==> src/logic/sca_cfg.svh <==
// Purpose: Constants for the setup command interpreter
// Assumes: Characters arrive one per rx_valid pulse, upper case ASCII
// Notes:   Offsets, characters and reset values are defined here
`ifndef SCA_CFG_SVH
`define SCA_CFG_SVH
// ==========================================
// Framing characters
`define SCA_CH_CR      8'h0D
`define SCA_CH_DOLLAR  8'h24
`define SCA_CH_HASH    8'h23
`define SCA_CH_NUL     8'h00
// ==========================================
// Command letters
`define SCA_CH_W       8'h57
`define SCA_CH_E       8'h45
`define SCA_CH_S       8'h53
`define SCA_CH_U       8'h55
`define SCA_CH_R       8'h52
// ==========================================
// Hex digit ranges
`define SCA_CH_0       8'h30
`define SCA_CH_9       8'h39
`define SCA_CH_A       8'h41
`define SCA_CH_F       8'h46
`define SCA_HEX_ADJ    8'h37
// ==========================================
// Setup record layout
`define SCA_OPND_LEN   4'h8
`define SCA_CNT_MAX    4'h9
`define SCA_LET_MAX    4'h3
`define SCA_ADDR_HI    31
`define SCA_ADDR_LO    24
`define SCA_ADDR_MSB   31
`define SCA_SETUP_INIT 32'h3107_0102
`endif

==> src/logic/sca_pkg.sv <==
// Purpose: Types for the setup command interpreter
// Assumes: Used with sca_cfg.svh
// Notes:   Parser states are one-hot
package sca_pkg;
   // ==========================================
   // Parser states
   typedef enum logic [4:0] {
      ST_IDLE = 5'h01,
      ST_ADDR = 5'h02,
      ST_CMD  = 5'h04,
      ST_OPND = 5'h08,
      ST_SKIP = 5'h10
   } sca_state_t;
   // ==========================================
   // Recognised commands
   typedef enum logic [2:0] {
      K_NONE    = 3'h0,
      K_WE      = 3'h1,
      K_SETUP   = 3'h2,
      K_RD_ALT  = 3'h3,
      K_RD_FULL = 3'h4,
      K_BAD     = 3'h5
   } sca_kind_t;
   // ==========================================
   // Response codes
   typedef enum logic [2:0] {
      RSP_OK     = 3'h0,
      RSP_SYNTAX = 3'h1,
      RSP_ADDR   = 3'h2,
      RSP_WPROT  = 3'h3,
      RSP_CMDERR = 3'h4
   } sca_rsp_t;
endpackage

==> src/logic/sca_setup_cmd.sv <==
// Purpose: Parses write-enable, setup-write and setup-read commands
// Assumes: Core logic delivers received characters as rx_valid pulses
// Notes:   setup_r mirrors the nonvolatile record; nvm_wr stores it
`timescale 1ns/1ps
`include "sca_cfg.svh"

// Function
// Setup-write stores four-byte record to memory
// Operand exactly eight hex characters else syntax
// Each byte two hex characters, high first
// Bit 7 is most significant bit
// Setup-write executes only with pending enable
// Non-hex operand character aborts with syntax
// Setup byte 1 is polling address
// New address takes effect after write
// Address bit 7 set gives address error
// Addresses 00, 0D, 24, 23 rejected
// Host should pick addresses 21 to 7E
// Read-setup returns stored record anytime
// Host should read setup before writing
// Successful protected command clears write enable
// Protected command without enable gets refused
// Other errors keep write enable pending
// Commit only after all checks pass
module sca_setup_cmd
   import sca_pkg::*;
#(
   parameter logic [31:0] SETUP_INIT = `SCA_SETUP_INIT
) (
   input  wire logic        mclk,
   input  wire logic        rst,
   input  wire logic        rx_valid,
   input  wire logic [7:0]  rx_char,
   output logic             rsp_valid,
   output sca_rsp_t         rsp_code,
   output logic             rsp_read,
   output logic [31:0]      rsp_data,
   output logic             nvm_wr,
   output logic [31:0]      nvm_data,
   output logic [7:0]       setup_address_byte,
   output logic             we_pending
);

   // ==========================================
   // Decoding helpers
   // Returns {valid, nibble} for an upper case hex character
   function automatic logic [4:0] sca_hex(input logic [7:0] c);
      logic [7:0] t;
      t = 8'h00;
      if (c >= `SCA_CH_0 && c <= `SCA_CH_9) begin
         t = c - `SCA_CH_0;
         return {1'b1, t[3:0]};
      end else if (c >= `SCA_CH_A && c <= `SCA_CH_F) begin
         t = c - `SCA_HEX_ADJ;
         return {1'b1, t[3:0]};
      end
      return 5'h00;
   endfunction

   // True when a byte may not serve as polling address
   function automatic logic sca_bad_addr(input logic [7:0] a);
      return a[7] || a == `SCA_CH_NUL || a == `SCA_CH_CR
             || a == `SCA_CH_DOLLAR || a == `SCA_CH_HASH;
   endfunction

   // ==========================================
   // State
   sca_state_t  st_r,     st_nxt;
   sca_kind_t   kind_r,   kind_nxt;
   logic [7:0]  let_r,    let_nxt;
   logic [3:0]  cnt_r,    cnt_nxt;
   logic [31:0] opnd_r,   opnd_nxt;
   logic [31:0] setup_r,  setup_nxt;
   logic        we_r,     we_nxt;
   logic        rv_r,     rv_nxt;
   sca_rsp_t    rc_r,     rc_nxt;
   logic        rd_r,     rd_nxt;
   logic [31:0] rdat_r,   rdat_nxt;
   logic        nw_r,     nw_nxt;
   logic [4:0]  hx;
   logic        at_cr;
   logic        su_eval;
   logic        commit;
   logic        rd_eval;

   // Character classification
   assign hx      = sca_hex(rx_char);
   assign at_cr   = rx_valid && rx_char == `SCA_CH_CR;
   // Setup-write has enable and full operand at line end
   assign su_eval = at_cr && st_r == ST_OPND && we_r && cnt_r == `SCA_OPND_LEN;
   // Store only when the address byte is legal too
   assign commit  = su_eval && !sca_bad_addr(opnd_r[`SCA_ADDR_HI:`SCA_ADDR_LO]);
   assign rd_eval = at_cr && st_r == ST_CMD && (kind_r == K_RD_ALT || kind_r == K_RD_FULL);

   // ==========================================
   // Parser next state
   always_comb begin
      st_nxt    = st_r;
      kind_nxt  = kind_r;
      let_nxt   = let_r;
      cnt_nxt   = cnt_r;
      opnd_nxt  = opnd_r;
      setup_nxt = setup_r;
      we_nxt    = we_r;
      rv_nxt    = 1'b0;
      rc_nxt    = rc_r;
      rd_nxt    = 1'b0;
      rdat_nxt  = rdat_r;
      nw_nxt    = 1'b0;
      if (rx_valid) begin
         unique case (st_r)
            ST_IDLE: begin
               // Either prompt opens a line
               if (rx_char == `SCA_CH_DOLLAR || rx_char == `SCA_CH_HASH) begin
                  st_nxt = ST_ADDR;
               end
            end
            ST_ADDR: begin
               // Live address byte decides who answers
               if (rx_char == setup_r[`SCA_ADDR_HI:`SCA_ADDR_LO]) begin
                  st_nxt   = ST_CMD;
                  kind_nxt = K_NONE;
                  cnt_nxt  = 4'h0;
               end else if (rx_char == `SCA_CH_CR) begin
                  st_nxt = ST_IDLE;
               end else begin
                  st_nxt = ST_SKIP;
               end
            end
            ST_CMD: begin
               if (at_cr) begin
                  st_nxt = ST_IDLE;
                  rv_nxt = 1'b1;
                  unique case (kind_r)
                     K_WE: begin
                        rc_nxt = RSP_OK;
                        we_nxt = 1'b1;
                     end
                     K_RD_ALT, K_RD_FULL: begin
                        // Record returned whatever the enable state
                        rc_nxt   = RSP_OK;
                        rd_nxt   = 1'b1;
                        rdat_nxt = setup_r;
                        we_nxt   = 1'b0;
                     end
                     default: rc_nxt = RSP_CMDERR;
                  endcase
               end else begin
                  let_nxt = rx_char;
                  if (cnt_r != `SCA_LET_MAX) begin
                     cnt_nxt = cnt_r + 4'h1;
                  end
                  if (cnt_r == 4'h0) begin
                     kind_nxt = K_NONE;
                  end else if (cnt_r == 4'h1) begin
                     if (let_r == `SCA_CH_W && rx_char == `SCA_CH_E) begin
                        kind_nxt = K_WE;
                     end else if (let_r == `SCA_CH_R && rx_char == `SCA_CH_S) begin
                        kind_nxt = K_RD_ALT;
                     end else if (let_r == `SCA_CH_S && rx_char == `SCA_CH_U) begin
                        // Operand digits follow directly
                        kind_nxt = K_SETUP;
                        st_nxt   = ST_OPND;
                        cnt_nxt  = 4'h0;
                        opnd_nxt = 32'h0000_0000;
                     end else begin
                        kind_nxt = K_BAD;
                     end
                  end else if (kind_r == K_RD_ALT && cnt_r == 4'h2 && rx_char == `SCA_CH_U) begin
                     kind_nxt = K_RD_FULL;
                  end else begin
                     kind_nxt = K_BAD;
                  end
               end
            end
            ST_OPND: begin
               if (at_cr) begin
                  st_nxt = ST_IDLE;
                  rv_nxt = 1'b1;
                  if (!we_r) begin
                     rc_nxt = RSP_WPROT;
                  end else if (cnt_r != `SCA_OPND_LEN) begin
                     rc_nxt = RSP_SYNTAX;
                  end else if (!commit) begin
                     rc_nxt = RSP_ADDR;
                  end else begin
                     // All checks passed: store and drop the enable
                     rc_nxt    = RSP_OK;
                     setup_nxt = opnd_r;
                     nw_nxt    = 1'b1;
                     we_nxt    = 1'b0;
                  end
               end else if (!hx[4]) begin
                  // Abort now, swallow rest of line
                  st_nxt = ST_SKIP;
                  rv_nxt = 1'b1;
                  rc_nxt = RSP_SYNTAX;
               end else begin
                  // Shift in high nibble first, MSB at bit 31
                  opnd_nxt = {opnd_r[27:0], hx[3:0]};
                  if (cnt_r != `SCA_CNT_MAX) begin
                     cnt_nxt = cnt_r + 4'h1;
                  end
               end
            end
            ST_SKIP: begin
               if (at_cr) begin
                  st_nxt = ST_IDLE;
               end
            end
            default: st_nxt = ST_IDLE;
         endcase
      end
   end

   // Register the parser and setup record
   always_ff @(posedge mclk) begin
      if (rst) begin
         st_r    <= ST_IDLE;
         kind_r  <= K_NONE;
         let_r   <= 8'h00;
         cnt_r   <= 4'h0;
         opnd_r  <= 32'h0000_0000;
         setup_r <= SETUP_INIT;
         we_r    <= 1'b0;
         rv_r    <= 1'b0;
         rc_r    <= RSP_OK;
         rd_r    <= 1'b0;
         rdat_r  <= 32'h0000_0000;
         nw_r    <= 1'b0;
      end else begin
         st_r    <= st_nxt;
         kind_r  <= kind_nxt;
         let_r   <= let_nxt;
         cnt_r   <= cnt_nxt;
         opnd_r  <= opnd_nxt;
         setup_r <= setup_nxt;
         we_r    <= we_nxt;
         rv_r    <= rv_nxt;
         rc_r    <= rc_nxt;
         rd_r    <= rd_nxt;
         rdat_r  <= rdat_nxt;
         nw_r    <= nw_nxt;
      end
   end

   // ==========================================
   // Outputs
   assign rsp_valid          = rv_r;
   assign rsp_code           = rc_r;
   assign rsp_read           = rd_r;
   assign rsp_data           = rdat_r;
   assign nvm_wr             = nw_r;
   assign nvm_data           = setup_r;
   assign setup_address_byte = setup_r[`SCA_ADDR_HI:`SCA_ADDR_LO];
   assign we_pending         = we_r;
endmodule

==> config.mk <==
export PLATFORM = sky130hd
export DESIGN_NAME = sca_setup_cmd
export DESIGN_NICKNAME = d
export VERILOG_FILES = /design/src/logic/sca_pkg.sv /design/src/logic/sca_setup_cmd.sv
export VERILOG_INCLUDE_DIRS = /design/src /design/src/logic
export SDC_FILE = /design/constraint.sdc
export NUM_CORES = 1
export LEC_CHECK = 0
export BUFFER_PORTS_ARGS = -buffer_cell sky130_fd_sc_hd__buf_2
export CORE_MARGIN = 4
export CORE_UTILIZATION = 42
export CTS_CLUSTER_SIZE = 10
export DETAILED_ROUTE_END_ITERATION = 10
export HOLD_SLACK_MARGIN = 0.1
export SETUP_SLACK_MARGIN = 0.3
export SYNTH_ARGS = -nofsm -noshare
export SYNTH_HDL_FRONTEND = slang
export SYNTH_SLANG_ARGS = --single-unit
==> constraint.sdc <==
create_clock -name mclk -period 2.7 [get_ports mclk]
set_input_delay 0.54 -clock mclk [delete_from_list [all_inputs] [get_ports mclk]]
set_output_delay 0.54 -clock mclk [all_outputs]
set_load 0.005 [all_outputs]
[Word level (Yosys, flattened, before mapping)]
Index checks and enable logic that the tools add are counted.
Word-level totals
  bits of input ports: 11
  output and inout port bits: 79
  flip-flop bits (word level): 123
  bits in writable memories: 0
  bits in latches: 0
  memories kept: 0
  bits in read-only memories: 0
Operators by class
  divide/modulo/power cells: 0
  magnitude comparators: 4
  multiply operators: 0
  reductions and logical operators: 37
  add/subtract/negate cells: 3
  bitwise gates (word level): 6
  eq/ne operators: 48
  multiplexer cells: 69
  shifts and indexed selects: 0
Operator list (count)
  32-bit two-way mux: 8
  5-bit two-way mux: 15
  32-bit case mux with 2 select lines: 1
  8-bit by 7-bit equality test with 1-bit output (second input constant): 6
  4-bit two-way mux: 11
  3-bit two-way mux: 11
  8-bit by 6-bit equality test with 1-bit output (second input constant): 4
  5-bit case mux with 5 select lines: 1
  2-bit inequality test (second input constant): 11
  8-bit by 4-bit equality test with 1-bit output (second input constant): 2
  1-bit two-way mux: 13
  1-bit logical AND: 12
  3-bit inequality test (second input constant): 4
  3-bit case mux with 2 select lines: 2
  4-bit case mux with 3 select lines: 1
  4-bit AND reduction: 3
  10-bit AND reduction: 1
  9-bit AND reduction: 1
  8-bit equality test: 1
  8-bit by 6-bit >= comparator with 1-bit output (second input constant): 1
  8-bit by 7-bit >= comparator with 1-bit output (second input constant): 1
  8-bit by 6-bit less-or-equal comparator with 1-bit output (second input constant): 1
  8-bit by 7-bit less-or-equal comparator with 1-bit output (second input constant): 1
  8-bit zero test: 1
  35 further kinds: 54

[Depth between registers and ports, before layout]
  depth after elaboration: 12
  gate-level depth with buffers: 11

[Worst setup path before layout]
OpenSTA, ideal clock, no wires.
  path kind: in2reg
  from: input port rx_char[1]
  to: register opnd_r[17]
  data required time: 2.572 ns
  arrival time: 2.184 ns
  library setup time: 0.128 ns
  path buffers: 2
  stages on the path: 10
  setup slack: 0.389 ns
  path through: inv_1 > ha_1 > or3b_2 > nand4_1 > a21oi_2 > and2_1 > buf_4 > buf_4 > a22oi_1 > nor2_1
On the way
  cells in the longest elaborated chain, start to end: 7
RTL lines
  start: declaration: line sca_setup_cmd.sv:33  | input wire logic [7:0] rx_char,
  8-bit by 7-bit >= comparator with 1-bit output (no source line) or 8-bit by 7-bit less-or-equal comparator with 1-bit output (tied branches)
  1-bit logical AND (no source line)
  1-bit two-way mux: line sca_setup_cmd.sv:53  | end else if (c >= `SCA_CH_A && c <= `SCA_CH_F) begin
  1-bit two-way mux: line sca_setup_cmd.sv:50  | if (c >= `SCA_CH_0 && c <= `SCA_CH_9) begin
  5-bit two-way mux: line sca_setup_cmd.sv:57  | return 5'h00;
  2-bit inequality test (no source line)
  10-bit AND reduction (no source line) (*)
  end signal: assignment: line sca_setup_cmd.sv:236  | opnd_r <= opnd_nxt;
  end: declaration: line sca_setup_cmd.sv:72  | logic [31:0] opnd_r, opnd_nxt;
Mark *: on every way between the ends. The rest lies on a longest branch, timed or not.
A chain may end at the register's enable or synchronous reset.

[Final worst setup path]
  from: register st_r[4]
  to: register setup_r[31], in the netlist nvm_data[31]
On the way
  cells in the longest elaborated chain, start to end: 6
RTL lines
  start: declaration: line sca_setup_cmd.sv:68  | sca_state_t st_r, st_nxt;
  start signal: assignment: line sca_setup_cmd.sv:232  | st_r <= st_nxt;
  5-bit by 4-bit equality test with 1-bit output (*): line sca_setup_cmd.sv:90, sca_setup_cmd.sv:111
  1-bit logical AND (2 in series): line sca_setup_cmd.sv:90  | assign su_eval = at_cr && st_r == ST_OPND && we_r && cnt_r == `SCA_OPND_LEN;
  1-bit logical AND (no source line)
  1-bit logical AND: line sca_setup_cmd.sv:92  | assign commit = su_eval && !sca_bad_addr(opnd_r[`SCA_ADDR_HI:`SCA_ADDR_LO]);
  6-bit AND reduction (no source line) (*)
  end signal: assignment: line sca_setup_cmd.sv:237  | setup_r <= setup_nxt;
  end: declaration: line sca_setup_cmd.sv:73  | logic [31:0] setup_r, setup_nxt;
Marks and branches as above.

==> run_results.csv <==
group,metric,value,unit
outcome,status,"finished, final reports clean",
clock_network,cts_root_buf,"clkbuf_16",
sta,whs,0.449,ns
global_route,grt_max_degree,80,
final_layout,drive_gt1_frac,0.206,
drt,routed_wl,13900,µm
clock_network,cts_tree,"done",
clock_network,cts_inserted_buffers,17,
final_layout,regArea,0.00246,mm²
place,dp_hpwl,9700,µm
pwr,total_power,4.23,mW
drt,drtAntennaViolNets,0,
clock_network,clock_tree.buffer_depth,2,
place,io_buffer_count,89,
final_layout,fin_cells,900,
synthesis,synth_seq_cells,123,
drt,vias,4719,
drt,drt_iter0_markers,333,
final_layout,syn_to_final_growth,24.0,%
synthesis,synth_top_cell_by_area,"dfxtp_1",
sta,setup_violations,0,
sta,slew_violations,0,
flow_run,drv_cap,0,
setup_path,slowest_stage,"or4_1",
synthesis,synth_edf_count,0,
clock_network,htreeDepth,4,
die,die_area,0.0143,mm²
sta,hold_viol_final,0,
sta,slew_headroom,0.444,
drt,via_per_inst,5.24,
die,start_util,0.432,
final_layout,diodes,0,
synthesis,async_flop_share,0,
synthesis,netlist_top_cells_area,"dfxtp_1 47%, nand2_1 11%, a21oi_1 6.9%",
synthesis,yosysUniqueCellTypes,58,
setup_path,end_kind,"flip-flop",
min_path,hold_path_class,"reg -> reg",
clock_network,clkTransAtPathRegs,0.05,ns
clock_network,clk_latency,0.41,ns
synthesis,seq_area_frac_synth,0.471,
clock_network,clock_sinks,123,
synthesis,syn_inst,636,
global_route,antenna_found_initial,0,
sta,min_period_over_period,0.833,
pwr,vdd_drop_max,354,µV
global_route,grt_use_total,0.199,
sta,rsz0062_at_grt,"no",
global_route,first_global_vias,4395,
setup_path,crit_chain,"or3_4 -> or2_1 -> or4_1 -> buf_4 -> and3_1",
final_layout,layout.nets,738,
die,pin_count,90,
setup_path,worstPathMaxFanout,22,
global_route,overflow,0,
setup_path,crit_type,"reg -> reg",
synthesis,synth_area,0.00523,mm²
place,place_inst,868,
setup_path,required,3.00,ns
setup_path,cp.arrival,2.55,ns
drt,routedWlPerCell,15.5,µm
synthesis,ys.flop_type,"dfxtp_1",
synthesis,syn_nets,655,
global_route,grt_pass1_wl,23000,µm
die,die_w,120,µm
setup_path,r2r_slack,0.45,ns
sta,max_freq,444,MHz
synthesis,synth_top_area_frac,0.471,
setup_path,setup.worst_path.start_class,"flip-flop",
synthesis,syn-mean-instance-area,8.22,µm²
die,num_rows,40,
final_layout,fillCellCount,1171,
setup_path,max_stage_delay,0.55,ns
sta,fin_crit,2.25,ns
die,core_area,0.0121,mm²
drt,drt_pass1_iterations,5,
pwr,powerDensity,653,mW/mm²
sta,tightestPinTransition,0.834,ns
sta,finalClockSkew,0.00897,ns
synthesis,ys_warn_count,0,
place,globalplace.congestion,0.936,
die,die_h,120,µm
final_layout,multi_input_area,0.00250,mm²
sta,setup-tns-final,0,ns
pwr,total_leakage_power,2.54,nW
drt,drc_errors,0,
==> cells in the final DEF (no fill, tap or decap), drive strengths merged, types with 11 or more instances in the layout <==
master | Yosys | routed
nand2 | 152 | 152
o21ai | 11 | 11
nand3 | 22 | 22
clkbuf | 22 | 22
a21oi | 73 | 73
mux2i | 13 | 13
a22oi | 29 | 29
buf | 27 | 113
dfxtp | 123 | 123
nor2 | 55 | 55
==> kinds of logic (layout without fill, tap and decap cells) <==
kind of cell | Yosys count | count (layout) | share of synthesized area
AOI/OAI and AO/OA | 137 | 137 | 0.160
xor gates and xnor gates | 10 | 10 | 0.0168
muxes | 13 | 13 | 0.0249
adders and majority gates | 8 | 8 | 0.0191
DFF | 123 | 123 | 0.471
buffers and inverters | 56 | 152 | 0.0553
and+or+nand+nor | 289 | 289 | 0.253
==> layout make-up <==
cell class                      instances  area share
Tap cell                              168      0.0324
Sequential cell                       123       0.380
Multi-Input combinational cell        457       0.386
Clock buffer                           22      0.0701
Inverter                                7     0.00405
Timing Repair Buffer                  113       0.107
Clock inverter                         10      0.0216
==> power by group <==
| part | switching (mW) | internal [mW] | total [mW] |
|---|---|---|---|
| registers | 0.00519 | 1.82 | 1.83 |
| clock network | 0.802 | 1.48 | 2.28 |
| logic | 0.0856 | 0.0410 | 0.127 |
==> what timing repair did <==
item	in CTS	in global routing
gates resized for setup	0	6
setup endpoints to repair	0	17
hold buffers	0	0
buffers inserted	0	0
==> worst paths after layout <==
path	depth (start not counted)	to	from
min reg2reg	2	rsp_data[4]	rsp_data[4]
max reg2reg	5	nvm_data[31]	st_r[4]
min	2	rsp_data[4]	rsp_data[4]
max	5	nvm_data[31]	st_r[4]
==> Yosys cell counts, types with 2 or more instances <==
master,count
o21ai_0,10
nand4b_1,4
a21o_1,3
buf_4,11
xnor2_1,9
a21oi_1,72
nor4bb_1,3
nor3_1,7
nor3b_1,5
or3b_2,2
nand3b_1,5
mux2i_1,13
and2_1,3
dfxtp_1,123
nand3_1,22
or3_1,2
inv_1,6
nand4_1,6
nor4_1,2
nand2_1,152
buf_2,12
nand2b_1,3
a22oi_1,29
buf_6,3
nor2b_1,4
nor2_1,55
or4_1,4
ha_1,8
o21bai_1,3
a31oi_1,2
clkbuf_1,22
and3_1,5
==> through the flow <==
stage / instance area, µm² / setup WS (ns) / utilization
after floorplan: 5230 / 0.389 / -
after global placement: 5880 / 0.143 / 0.485
after detailed placement: 5880 / 0.0326 / 0.485
after CTS: 6470 / 0.351 / 0.534
after global routing: 6480 / 0.340 / 0.535
final: 6480 / 0.450 / 0.535
==> sequential cells by signal, indices dropped and copies added, names as in the netlist, 3 cells and up <==
register,cells
nvm_data,32
rsp_code,3
cnt_r,4
let_r,8
rsp_data,32
opnd_r,32
st_r,5
kind_r,3
==> worst max-delay path, delay by kind of cell (launching register included) <==
| family | cells | cell delay [ns] |
|---|---|---|
| simple gates | 4 | 1.54 |
| buf+inv | 1 | 0.24 |
| flops | 1 | 0.36 |
==> layer usage <==
| metal | vias up | wire, µm | part of all wire | track usage |
|---|---|---|---|---|
| met1 | 2211 | 6790 | 0.49 | 0.284 |
| met3 | 17 | 706 | 0.051 | 0.0424 |
| met4 | 0 | 153 | 0.011 | 0.0630 |
| met2 | 135 | 6260 | 0.45 | 0.302 |
| li1 | 2356 | - | - | - |
| met5 | - | 0 | 0 | 0 |
(Power assumes the default switching activity.)
